<file path="src/ldd_cfg.svh">
// Constants of the logical device decode and interrupt select block.
// Assumes it is included by every design file and by the bench; the package does not include it.
`ifndef LDD_CFG_SVH
`define LDD_CFG_SVH
`define LDD_LDN_PP       4'h3
`define LDD_LDN_RTC      4'h6
`define LDD_LDN_KBD      4'h7
`define LDD_LDN_EMB      4'h8
`define LDD_IDX_BASE0_HI 8'h60
`define LDD_IDX_BASE0_LO 8'h61
`define LDD_IDX_BASE1_HI 8'h62
`define LDD_IDX_BASE1_LO 8'h63
`define LDD_IDX_IRQ_SEL  8'h70
`define LDD_IDX_PP_CFGB  8'hF1
`define LDD_RTC0_LO      16'h0100
`define LDD_RTC0_HI      16'h0FFE
`define LDD_RTC1_LO      16'h0100
`define LDD_RTC1_HI      16'h0FFD
`define LDD_EMB_LO       16'h0000
`define LDD_EMB_HI       16'h0FFA
`define LDD_OFS_ADDR     16'h0000
`define LDD_OFS_RTC0_DAT 16'h0001
`define LDD_OFS_RTC1_DAT 16'h0002
`define LDD_OFS_EMB_CMD  16'h0004
`define LDD_KBD_DATA     16'h0060
`define LDD_KBD_CMD      16'h0064
`define LDD_RST_BASE     16'h0000
`define LDD_RST_IRQ_SEL  4'h0
`define LDD_RST_CFGB     8'h00
`endif

</file>
<file path="src/ldd_pkg.sv">
// Types shared by the logical device decode and interrupt select block.
// Assumes nothing of its surroundings.
package ldd_pkg;
  typedef logic [3:0]  ldd_level_type;
  typedef logic [15:0] ldd_io_addr_type;
  // Slots of the interrupt sources, in router input order.
  typedef enum logic [1:0] {
    LDD_SRC_RTC = 2'h0,
    LDD_SRC_KBD = 2'h1,
    LDD_SRC_EMB = 2'h2,
    LDD_SRC_PP  = 2'h3
  } ldd_src_type;
endpackage : ldd_pkg

</file>
<file path="src/ldd_decode_top.sv">
// Logical device I/O decode and interrupt level select, registers reached over APB.
// Assumes LPC address, requests and mode inputs come from logic clocked by pclk.
//
// The implementer's own choice: the APB interface to the registers.
`include "ldd_cfg.svh"
module ldd_decode_top
  import ldd_pkg::*;
#(
  parameter int LPC_AW = 16
)
(
  // Clock and reset.
  input  wire logic        pclk,
  input  wire logic        presetn,
  // APB slave.
  input  wire logic        psel,
  input  wire logic        penable,
  input  wire logic        pwrite,
  input  wire logic [31:0] paddr,
  input  wire logic [31:0] pwdata,
  output logic [31:0]      prdata,
  output logic             pready,
  output logic             pslverr,
  // LPC I/O cycle.
  input  wire logic [15:0] lpc_io_addr,
  input  wire logic        lpc_io_cyc,
  // Device selects.
  output logic             rtc0_addr_sel,
  output logic             rtc0_data_sel,
  output logic             rtc1_addr_sel,
  output logic             rtc1_data_sel,
  output logic             keyboard_host_port_data_sel,
  output logic             keyboard_host_port_cmd_sel,
  output logic             embedded_ctrl_interface_data_sel,
  output logic             embedded_ctrl_interface_cmd_sel,
  // Interrupt sources and routing.
  input  wire logic [3:0]  dev_irq_req,
  input  wire logic        pp_ext_mode,
  output logic [15:0]      serirq_slot,
  output logic [15:0]      irq_pin,
  // Parallel port shadow.
  output logic [7:0]       parallel_config_b
);
  // Elaboration check: the decode is built for a 16-bit LPC I/O space.
  if (LPC_AW != 16) begin : g_bad_aw
    $error("LPC_AW must be 16");
  end

  localparam logic [3:0] LDN [4] = '{`LDD_LDN_RTC, `LDD_LDN_KBD, `LDD_LDN_EMB, `LDD_LDN_PP};

  // Registers.
  ldd_io_addr_type rtc0_base_r, rtc1_base_r, emb_base_r;
  ldd_level_type   irq_sel_r [4];
  logic [7:0]      cfgb_r;
  logic            pready_r, pslverr_r;
  logic [31:0]     prdata_r;
  logic [7:0]      sel_r;
  logic [15:0]     slot_r, pin_r;

  // APB address split: logical device number and register index.
  wire       [3:0] ldn      = paddr[13:10];
  wire       [7:0] idx      = paddr[9:2];
  wire             adr_ok   = (paddr[31:14] == 18'h00000) && (paddr[1:0] == 2'h0);
  wire             is_rtc   = adr_ok && (ldn == `LDD_LDN_RTC);
  wire             is_emb   = adr_ok && (ldn == `LDD_LDN_EMB);
  wire             is_pp    = adr_ok && (ldn == `LDD_LDN_PP);
  wire             b0_hi    = (is_rtc || is_emb) && (idx == `LDD_IDX_BASE0_HI);
  wire             b0_lo    = (is_rtc || is_emb) && (idx == `LDD_IDX_BASE0_LO);
  wire             b1_hi    = is_rtc && (idx == `LDD_IDX_BASE1_HI);
  wire             b1_lo    = is_rtc && (idx == `LDD_IDX_BASE1_LO);
  wire             cfgb_hit = is_pp && (idx == `LDD_IDX_PP_CFGB);
  logic      [3:0] irq_hit;
  genvar g;
  for (g = 0; g < 4; g++) begin : g_irq_hit
    assign irq_hit[g] = adr_ok && (ldn == LDN[g]) && (idx == `LDD_IDX_IRQ_SEL);
  end
  wire             map_hit  = b0_hi | b0_lo | b1_hi | b1_lo | cfgb_hit | (|irq_hit);

  // Access handshake: one wait state, then the transfer completes.
  wire             acc      = psel && penable && !pready_r;
  wire             done     = psel && penable && pready_r;
  wire             wr_go    = done && pwrite && map_hit;

  // Read data selection; the level field sits in bits 3-0 and bits 7-4 read zero.
  ldd_io_addr_type b0_val;
  assign b0_val = is_emb ? emb_base_r : rtc0_base_r;
  wire       [3:0] irq_rd   = irq_hit[0] ? irq_sel_r[0] :
                              irq_hit[1] ? irq_sel_r[1] :
                              irq_hit[2] ? irq_sel_r[2] :
                              irq_hit[3] ? irq_sel_r[3] : 4'h0;
  wire       [7:0] rd_byte  = b0_hi      ? b0_val[15:8] :
                              b0_lo      ? b0_val[7:0] :
                              b1_hi      ? rtc1_base_r[15:8] :
                              b1_lo      ? rtc1_base_r[7:0] :
                              cfgb_hit   ? cfgb_r :
                              {4'h0, irq_rd};
  wire      [31:0] rd_nxt   = {24'h000000, rd_byte};

  // APB answer flops.
  always_ff @(posedge pclk or negedge presetn) begin
    if (!presetn) begin
      pready_r  <= 1'b0;
      pslverr_r <= 1'b0;
      prdata_r  <= 32'h00000000;
    end else begin
      pready_r  <= acc;
      pslverr_r <= acc && !map_hit;
      if (acc) begin
        prdata_r <= pwrite ? 32'h00000000 : rd_nxt;
      end
    end
  end

  // Base address registers, written one byte at a time.
  always_ff @(posedge pclk or negedge presetn) begin
    if (!presetn) begin
      rtc0_base_r <= `LDD_RST_BASE;
      rtc1_base_r <= `LDD_RST_BASE;
      emb_base_r  <= `LDD_RST_BASE;
    end else if (wr_go) begin
      if (b0_hi && is_rtc) rtc0_base_r[15:8] <= pwdata[7:0];
      if (b0_lo && is_rtc) rtc0_base_r[7:0]  <= pwdata[7:0];
      if (b0_hi && is_emb) emb_base_r[15:8]  <= pwdata[7:0];
      if (b0_lo && is_emb) emb_base_r[7:0]   <= pwdata[7:0];
      if (b1_hi)           rtc1_base_r[15:8] <= pwdata[7:0];
      if (b1_lo)           rtc1_base_r[7:0]  <= pwdata[7:0];
    end
  end

  // Level select per device; only bits 3-0 are stored.
  for (g = 0; g < 4; g++) begin : g_irq_sel
    always_ff @(posedge pclk or negedge presetn) begin
      if (!presetn) begin
        irq_sel_r[g] <= `LDD_RST_IRQ_SEL;
      end else if (wr_go && irq_hit[g]) begin
        irq_sel_r[g] <= pwdata[3:0];
      end
    end
  end

  // Parallel port shadow: changed only by its own index, never by a level write.
  always_ff @(posedge pclk or negedge presetn) begin
    if (!presetn) begin
      cfgb_r <= `LDD_RST_CFGB;
    end else if (wr_go && cfgb_hit) begin
      cfgb_r <= pwdata[7:0];
    end
  end

  // I/O windows: rtc0 addr, rtc0 data, rtc1 addr, rtc1 data, controller data, controller cmd.
  ldd_io_addr_type w_base [6];
  ldd_io_addr_type w_lo   [6];
  ldd_io_addr_type w_hi   [6];
  ldd_io_addr_type w_ofs  [6];
  logic      [5:0] w_hit;
  assign w_base = '{rtc0_base_r, rtc0_base_r, rtc1_base_r, rtc1_base_r, emb_base_r, emb_base_r};
  assign w_lo   = '{`LDD_RTC0_LO, `LDD_RTC0_LO, `LDD_RTC1_LO, `LDD_RTC1_LO,
                    `LDD_EMB_LO, `LDD_EMB_LO};
  assign w_hi   = '{`LDD_RTC0_HI, `LDD_RTC0_HI, `LDD_RTC1_HI, `LDD_RTC1_HI,
                    `LDD_EMB_HI, `LDD_EMB_HI};
  assign w_ofs  = '{`LDD_OFS_ADDR, `LDD_OFS_RTC0_DAT, `LDD_OFS_ADDR, `LDD_OFS_RTC1_DAT,
                    `LDD_OFS_ADDR, `LDD_OFS_EMB_CMD};
  for (g = 0; g < 6; g++) begin : g_win
    ldd_io_match u_match (
      .addr (lpc_io_addr),
      .cyc  (lpc_io_cyc),
      .base (w_base[g]),
      .lo   (w_lo[g]),
      .hi   (w_hi[g]),
      .ofs  (w_ofs[g]),
      .hit  (w_hit[g])
    );
  end

  // Fixed keyboard ports, compared on all sixteen bits.
  wire kbd_dat = lpc_io_cyc && (lpc_io_addr == `LDD_KBD_DATA);
  wire kbd_cmd = lpc_io_cyc && (lpc_io_addr == `LDD_KBD_CMD);
  wire [7:0] sel_nxt = {kbd_cmd, kbd_dat, w_hit};

  // Interrupt routing; the parallel port drives its pin line low-active while in extended modes.
  logic          req_a [4];
  logic          low_a [4];
  logic [15:0]   slot_nxt, pin_nxt;
  for (g = 0; g < 4; g++) begin : g_src
    assign req_a[g] = dev_irq_req[g];
    assign low_a[g] = (g == int'(LDD_SRC_PP)) ? pp_ext_mode : 1'b0;
  end
  ldd_irq_route #(.NUM_SRC(4)) u_route (
    .req     (req_a),
    .sel     (irq_sel_r),
    .act_low (low_a),
    .slot    (slot_nxt),
    .pin     (pin_nxt)
  );

  // Output flops for selects and interrupt lines.
  always_ff @(posedge pclk or negedge presetn) begin
    if (!presetn) begin
      sel_r  <= 8'h00;
      slot_r <= 16'h0000;
      pin_r  <= 16'h0000;
    end else begin
      sel_r  <= sel_nxt;
      slot_r <= slot_nxt;
      pin_r  <= pin_nxt;
    end
  end

  assign prdata                           = prdata_r;
  assign pready                           = pready_r;
  assign pslverr                          = pslverr_r;
  assign rtc0_addr_sel                    = sel_r[0];
  assign rtc0_data_sel                    = sel_r[1];
  assign rtc1_addr_sel                    = sel_r[2];
  assign rtc1_data_sel                    = sel_r[3];
  assign embedded_ctrl_interface_data_sel = sel_r[4];
  assign embedded_ctrl_interface_cmd_sel  = sel_r[5];
  assign keyboard_host_port_data_sel      = sel_r[6];
  assign keyboard_host_port_cmd_sel       = sel_r[7];
  assign serirq_slot                      = slot_r;
  assign irq_pin                          = pin_r;
  assign parallel_config_b                = cfgb_r;

  // Checks of decode, level select and routing.
  AST_KBD_DATA: assert property (@(posedge pclk) disable iff (!presetn)
    (lpc_io_cyc && lpc_io_addr == 16'h0060) |=> keyboard_host_port_data_sel
      && !keyboard_host_port_cmd_sel)
    else $error("Keyboard data port not selected at 0x60.");
  AST_KBD_CMD: assert property (@(posedge pclk) disable iff (!presetn)
    keyboard_host_port_cmd_sel |-> $past(lpc_io_cyc) && $past(lpc_io_addr) == 16'h0064)
    else $error("Keyboard command select without access to 0x64.");
  AST_RTC0_DATA: assert property (@(posedge pclk) disable iff (!presetn)
    (lpc_io_cyc && rtc0_base_r >= 16'h0100 && rtc0_base_r <= 16'h0FFE
      && lpc_io_addr == rtc0_base_r + 16'h0001) |=> rtc0_data_sel && !rtc0_addr_sel)
    else $error("RTC bank 0 data register not decoded at base+1.");
  AST_RTC1_RANGE: assert property (@(posedge pclk) disable iff (!presetn)
    rtc1_data_sel |-> $past(rtc1_base_r) <= 16'h0FFD && $past(rtc1_base_r) >= 16'h0100
      && $past(lpc_io_addr) == $past(rtc1_base_r) + 16'h0002)
    else $error("RTC bank 1 data select outside its window.");
  AST_EMB_CMD: assert property (@(posedge pclk) disable iff (!presetn)
    (lpc_io_cyc && emb_base_r <= 16'h0FFA && lpc_io_addr == emb_base_r + 16'h0004)
      |=> embedded_ctrl_interface_cmd_sel)
    else $error("Embedded controller command not decoded at base+4.");
  AST_FULL_DECODE: assert property (@(posedge pclk) disable iff (!presetn)
    (lpc_io_cyc && lpc_io_addr[15:12] != 4'h0 && lpc_io_addr != 16'h0060
      && lpc_io_addr != 16'h0064) |=> sel_r == 8'h00)
    else $error("Select raised for an address with high bits set.");
  AST_IRQ_READ: assert property (@(posedge pclk) disable iff (!presetn)
    (acc && !pwrite && irq_hit[3]) ##1 pready_r |-> prdata_r == {28'h0000000, irq_sel_r[3]})
    else $error("Level select readback wrong or upper bits not zero.");
  AST_NO_LEVEL: assert property (@(posedge pclk) disable iff (!presetn)
    (irq_sel_r[0] == 4'h0 && irq_sel_r[1] == 4'h0 && irq_sel_r[2] == 4'h0
      && irq_sel_r[3] == 4'h0) [*2] |-> slot_r == 16'h0000 && pin_r == 16'h0000)
    else $error("Interrupt routed while every level is zero.");
  AST_LEVEL_MAP: assert property (@(posedge pclk) disable iff (!presetn)
    (dev_irq_req[0] && irq_sel_r[0] != 4'h0) |=> serirq_slot[$past(irq_sel_r[0])]
      && irq_pin[$past(irq_sel_r[0])])
    else $error("RTC request missing on its slot or pin.");
  AST_PP_LOW: assert property (@(posedge pclk) disable iff (!presetn)
    (pp_ext_mode && !dev_irq_req[3] && irq_sel_r[3] != 4'h0) |=> irq_pin[$past(irq_sel_r[3])])
    else $error("Parallel port extended mode pin not low-active.");
  AST_CFGB_KEEP: assert property (@(posedge pclk) disable iff (!presetn)
    (wr_go && irq_hit[3]) |=> $stable(parallel_config_b))
    else $error("Level write changed the parallel shadow.");

  // Handshake, window and routing checks that complete the rule coverage.
  AST_APB_ONE_WAIT: assert property (@(posedge pclk) disable iff (!presetn)
    (psel && penable && !pready) |=> pready)
    else $error("Access phase not answered after one wait state.");
  AST_PREADY_PULSE: assert property (@(posedge pclk) disable iff (!presetn)
    pready |=> !pready)
    else $error("Ready held for more than one cycle.");
  AST_SLVERR_QUAL: assert property (@(posedge pclk) disable iff (!presetn)
    pslverr |-> pready)
    else $error("Error response without ready.");
  AST_LEVEL_WRITE: assert property (@(posedge pclk) disable iff (!presetn)
    (wr_go && irq_hit[0]) |=> {28'h0000000, irq_sel_r[0]} == ($past(pwdata) & 32'h0000000F))
    else $error("Level write not stored in bits 3-0 only.");
  AST_RTC0_ADDR: assert property (@(posedge pclk) disable iff (!presetn)
    (lpc_io_cyc && rtc0_base_r >= 16'h0100 && rtc0_base_r <= 16'h0FFE
      && lpc_io_addr == rtc0_base_r) |=> rtc0_addr_sel)
    else $error("RTC bank 0 address register not decoded at base+0.");
  AST_RTC0_RANGE: assert property (@(posedge pclk) disable iff (!presetn)
    rtc0_addr_sel |-> $past(rtc0_base_r) >= 16'h0100 && $past(rtc0_base_r) <= 16'h0FFE)
    else $error("RTC bank 0 address select with base out of range.");
  AST_RTC1_ADDR: assert property (@(posedge pclk) disable iff (!presetn)
    (lpc_io_cyc && rtc1_base_r >= 16'h0100 && rtc1_base_r <= 16'h0FFD
      && lpc_io_addr == rtc1_base_r) |=> rtc1_addr_sel)
    else $error("RTC bank 1 address register not decoded at base+0.");
  AST_EMB_DATA: assert property (@(posedge pclk) disable iff (!presetn)
    (lpc_io_cyc && emb_base_r <= 16'h0FFA && lpc_io_addr == emb_base_r)
      |=> embedded_ctrl_interface_data_sel)
    else $error("Embedded controller data not decoded at base+0.");
  AST_SEL_IDLE: assert property (@(posedge pclk) disable iff (!presetn)
    !lpc_io_cyc |=> sel_r == 8'h00)
    else $error("Select raised without an I/O cycle.");
  AST_LEVEL_ZERO: assert property (@(posedge pclk) disable iff (!presetn)
    (irq_sel_r[0] == 4'h0 && dev_irq_req == 4'h1) |=> serirq_slot == 16'h0000)
    else $error("Level zero routed a request onto a slot.");
  AST_LINE0_IDLE: assert property (@(posedge pclk) disable iff (!presetn)
    !serirq_slot[0] && !irq_pin[0])
    else $error("Line 0 driven.");
  AST_PIN_HIGH: assert property (@(posedge pclk) disable iff (!presetn)
    (!pp_ext_mode && dev_irq_req == 4'h0) |=> irq_pin == 16'h0000)
    else $error("Pin line high with no request pending.");
endmodule // ldd_decode_top

</file>
<file path="src/ldd_io_match.sv">
// One relocatable I/O window: full-width compare of an LPC address with base plus offset.
// Assumes the base is a register of the same clock and the address is already synchronous.
`include "ldd_cfg.svh"
module ldd_io_match
  import ldd_pkg::*;
(
  // LPC side.
  input  wire ldd_io_addr_type addr,
  input  wire logic            cyc,
  // Window setup.
  input  wire ldd_io_addr_type base,
  input  wire ldd_io_addr_type lo,
  input  wire ldd_io_addr_type hi,
  input  wire ldd_io_addr_type ofs,
  // Result.
  output wire logic            hit
);
  // A base outside its legal range disables the window entirely.
  wire             base_ok = (base >= lo) && (base <= hi);
  wire ldd_io_addr_type tgt = ldd_io_addr_type'(base + ofs);
  assign hit = cyc && base_ok && (addr == tgt);
endmodule // ldd_io_match

</file>
<file path="src/ldd_irq_route.sv">
// Routes interrupt requests onto numbered lines for serial IRQ slots and pins.
// Assumes requests and selects are synchronous to the caller's clock.
`include "ldd_cfg.svh"
module ldd_irq_route
  import ldd_pkg::*;
#(
  parameter int NUM_SRC = 4
)
(
  // Sources.
  input  wire logic          req     [NUM_SRC],
  input  wire ldd_level_type sel     [NUM_SRC],
  input  wire logic          act_low [NUM_SRC],
  // Lines 0 to 15, line 0 never driven.
  output logic [15:0]        slot,
  output logic [15:0]        pin
);
  // Each line from 1 to 15 collects every source whose level equals its number.
  genvar l;
  for (l = 0; l < 16; l++) begin : g_line
    always_comb begin
      slot[l] = 1'b0;
      pin[l]  = 1'b0;
      for (int s = 0; s < NUM_SRC; s++) begin
        if ((l != 0) && (sel[s] == ldd_level_type'(l))) begin
          slot[l] = slot[l] | req[s];
          pin[l]  = pin[l] | (act_low[s] ? ~req[s] : req[s]);
        end
      end
    end
  end
endmodule // ldd_irq_route

</file>
<file path="config.mk">
export PLATFORM = sky130hd
export DESIGN_NAME = ldd_decode_top
export DESIGN_NICKNAME = d
export VERILOG_FILES = /design/src/ldd_pkg.sv /design/src/ldd_decode_top.sv /design/src/ldd_io_match.sv /design/src/ldd_irq_route.sv
export VERILOG_INCLUDE_DIRS = /design/src
export SDC_FILE = /design/constraint.sdc
export NUM_CORES = 1
export LEC_CHECK = 0
export BUFFER_PORTS_ARGS = -buffer_cell sky130_fd_sc_hd__buf_2
export CAP_MARGIN = 20
export CORE_UTILIZATION = 40
export DETAILED_ROUTE_END_ITERATION = 16
export GPL_ROUTABILITY_DRIVEN = 0
export PLACE_DENSITY = 0.66
export SYNTH_ARGS = -nofsm -noshare
export SYNTH_HDL_FRONTEND = slang
export SYNTH_SLANG_ARGS = --single-unit
</file>
<file path="constraint.sdc">
create_clock -name pclk -period 4.27 [get_ports pclk]
set_clock_uncertainty 0.05 [all_clocks]
set_input_delay 0.2135 -clock pclk [delete_from_list [all_inputs] [get_ports pclk]]
set_output_delay 0.2135 -clock pclk [all_outputs]
set_load 0.1 [all_outputs]
</file>
==> results.sh <==
export IMPL_syn_avg_cell_area_um2=9.40
export IMPL_nets=1015
export IMPL_drt_iter0_drc=796
export IMPL_port_buffers=122
export IMPL_drv_cap=0
export IMPL_ios=173
export IMPL_grt_overflow=0
export IMPL_finalSetupViolCount=0
export IMPL_grt_pass1_wl_um=35000
export IMPL_yosysUniqueCellTypes=65
export IMPL_r2r_cells=6
export IMPL_final_setup_tns_ns=0
export IMPL_p_leak_nw=4.14
export IMPL_synth_ff_type="dfrtp_1"
export IMPL_ys_ff_latch=120
export IMPL_max_vdd_ir_drop_mv=0.279
export IMPL_status="finished, final reports clean"
export IMPL_cts_buffers_inserted=17
export IMPL_path_max_fanout=10
export IMPL_totalWireLength_um=22200
export IMPL_initial_core_util_pct=41.0
export IMPL_dpl_instance_area_um2=8360
export IMPL_fin_cells=1165
export IMPL_cts_root_buf="clkbuf_16"
export IMPL_cp_end_kind="flop"
export IMPL_via_per_inst=5.90
export IMPL_clockBufferDepth=2
export IMPL_r2r_slack_ns=1.70
export IMPL_via_count=6875
export IMPL_ys_seq_area_share_pct=39.0
export IMPL_die_w_um=141
export IMPL_p_per_area_nw_per_um2=328
export IMPL_synth_area_um2=7690
export IMPL_fin_hold_ws_ns=0.0599
export IMPL_hold_violations=0
export IMPL_die_area_um2=19800
export IMPL_grt_max_degree=53
export IMPL_start_kind="flop"
export IMPL_post_route_period_util_pct=60.2
export IMPL_clkTransAtPathRegs_ns=0.06
export IMPL_antenna_found_initial=0
export IMPL_grt_pass1_vias=6346
export IMPL_drive_gt1_share_pct=27.2
export IMPL_relSlewSlack_pct=34.9
export IMPL_insertion_delay_ns=0.42
export IMPL_period_minus_slack_ns=2.57
export IMPL_drv_slew=0
export IMPL_clkSinkCount=120
export IMPL_crit_type="reg2reg"
export IMPL_holdPathStages=3
export IMPL_grt_util_all_layers_pct=23.0
export IMPL_min_path_type="in2reg"
export IMPL_async_flop_share_pct=100
export IMPL_syn_to_final_growth_pct=16.7
export IMPL_netlist_instances=818
export IMPL_ys_warn_count=0
export IMPL_drc=0
export IMPL_ctsResizeCount=0
export IMPL_drt_pre_antenna_iters=5
export IMPL_dp_hpwl_um=16800
export IMPL_timing_fmax_ghz=0.389
export IMPL_synth_edff_count=0
export IMPL_worstPathArrival_ns=2.85
export IMPL_postRouteAntennaNets=0
export IMPL_cts_tree="done"
export IMPL_worst_slew_pin_slew_ns=0.974
export IMPL_rows=50
export IMPL_h_tree_depth=4
export IMPL_die_y_um=141
export IMPL_crit_required_ns=4.55
export IMPL_antennaDiodeCount=0
export IMPL_dp_cells=1133
export IMPL_rsz0062_at_grt="no"
export IMPL_wl_per_cell_um=19.0
export IMPL_core_area_um2=18800
export IMPL_final_area_um2=8980
==> worst max-delay path, stage by stage, from the launching register on <==
cell and delay, ns:
dfrtp_1 0.50, or4b_2 0.67, nor3_1 0.38, o211ai_1 0.17, nor4_1 0.30, o311ai_0 0.22, a211oi_1 0.19
==> path summary, 6_finish.rpt <==
path	startpoint	end
setup / recovery	rtc0_base_r[13]	sel_r[1]
min in group asynchronous	presetn	sel_r[1]
setup reg to reg	rtc0_base_r[13]	sel_r[1]
hold / removal	lpc_io_addr[2]	sel_r[7]
hold reg to reg	prdata[7]	prdata[7]
max in group asynchronous	presetn	serirq_slot[15]
==> what timing repair did <==
item | in CTS | in global routing
hold buffers | 1 | 0
setup buffers | 0 | 0
hold endpoints to repair | 50 | 0
==> final cells by class <==
class                      count  area, um^2
timing repair buffer         128         661
multi-input combinational    639        4360
fill                        1790        9790
clock buffer                  23         468
tap                          234         293
clock inverter                 8         144
inverter                      13        48.8
sequential                   120        3000
==> layer usage <==
layer  up-vias  GRT usage [%]  share of wire (%)  wire length [um]
li1       3188              -                  -                 -
met1      3314           33.0                 45              9970
met2       336           35.2                 45             10100
met3        37           3.84                7.5              1660
met4         0           7.84                2.1               466
met5         -              0                  0                 0
==> logic make-up (layout without fill, tap and decap cells) <==
family | Yosys count | count (layout) | synth area share [%]
AND/OR/NAND/NOR | 312 | 312 | 22.8
AO/OA/AOI/OAI | 148 | 148 | 12.2
flip-flops | 120 | 120 | 39.0
multiplexers | 84 | 84 | 12.3
buffers and inverters | 84 | 172 | 5.47
XOR/XNOR | 64 | 64 | 7.29
adder cells (fa/ha/maj) | 5 | 5 | 0.814
other | 1 | 26 | 0.0488
==> placed cells by master, fill, tap and decap left out, types with 14 or more instances in the layout <==
cell         n
buf_2      121
dfrtp_1    120
mux2_2      82
o21ai_0     67
nor2_1      54
nand2_1     45
xor2_1      40
nand3_1     39
nor4_1      28
nor3_1      26
nand4_1     26
conb_1      26
xnor2_1     24
o22ai_1     23
clkbuf_16   17
nand3b_1    14
nand2b_1    14
==> sequential cells by signal, summed over array words and instances, names as in the netlist, 8 cells and up <==
register           cells
rtc1_base_r           16
sel_r                  8
irq_sel_r             16
prdata                 8
emb_base_r            16
rtc0_base_r           16
irq_pin               15
parallel_config_b      8
serirq_slot           15
==> stage by stage <==
step | power (mW) | worst slack [ns] | utilization, %
CTS | 2.96 | 1.75 | 47.8
floorplan | 1.38 | 1.81 | -
global placement | 1.45 | 1.55 | 44.5
global route | 3.04 | 1.54 | 47.8
finish | 2.95 | 1.70 | 47.8
detailed placement | 1.46 | 1.52 | 44.5
==> report_power, final <==
part / internal (mW) / switching [mW] / total (mW)
clock network: 1.00 / 0.505 / 1.51
registers: 1.14 / 0.000771 / 1.14
logic: 0.0641 / 0.233 / 0.297
==> synthesized netlist by cell type, drive strengths merged, types with 5 or more instances <==
cell,number,area [um^2]
or3,9,56.3
o31ai,7,52.6
o21ai,69,345
nand3b,14,105
buf,33,228
clkbuf,38,144
nor2,55,214
dfrtp,120,3000
and3,9,56.3
xnor2,24,210
o22ai,23,144
inv,13,48.8
mux2,82,923
nand3,39,195
xor2,40,350
or3b,5,43.8
nor2b,7,43.8
nor4,30,209
nand2b,14,87.6
nand4,26,163
a21oi,6,30.0
nand2,45,169
ha,5,62.6
nor3,28,150
or4,9,67.6
Power figures use the tool's default switching activity.
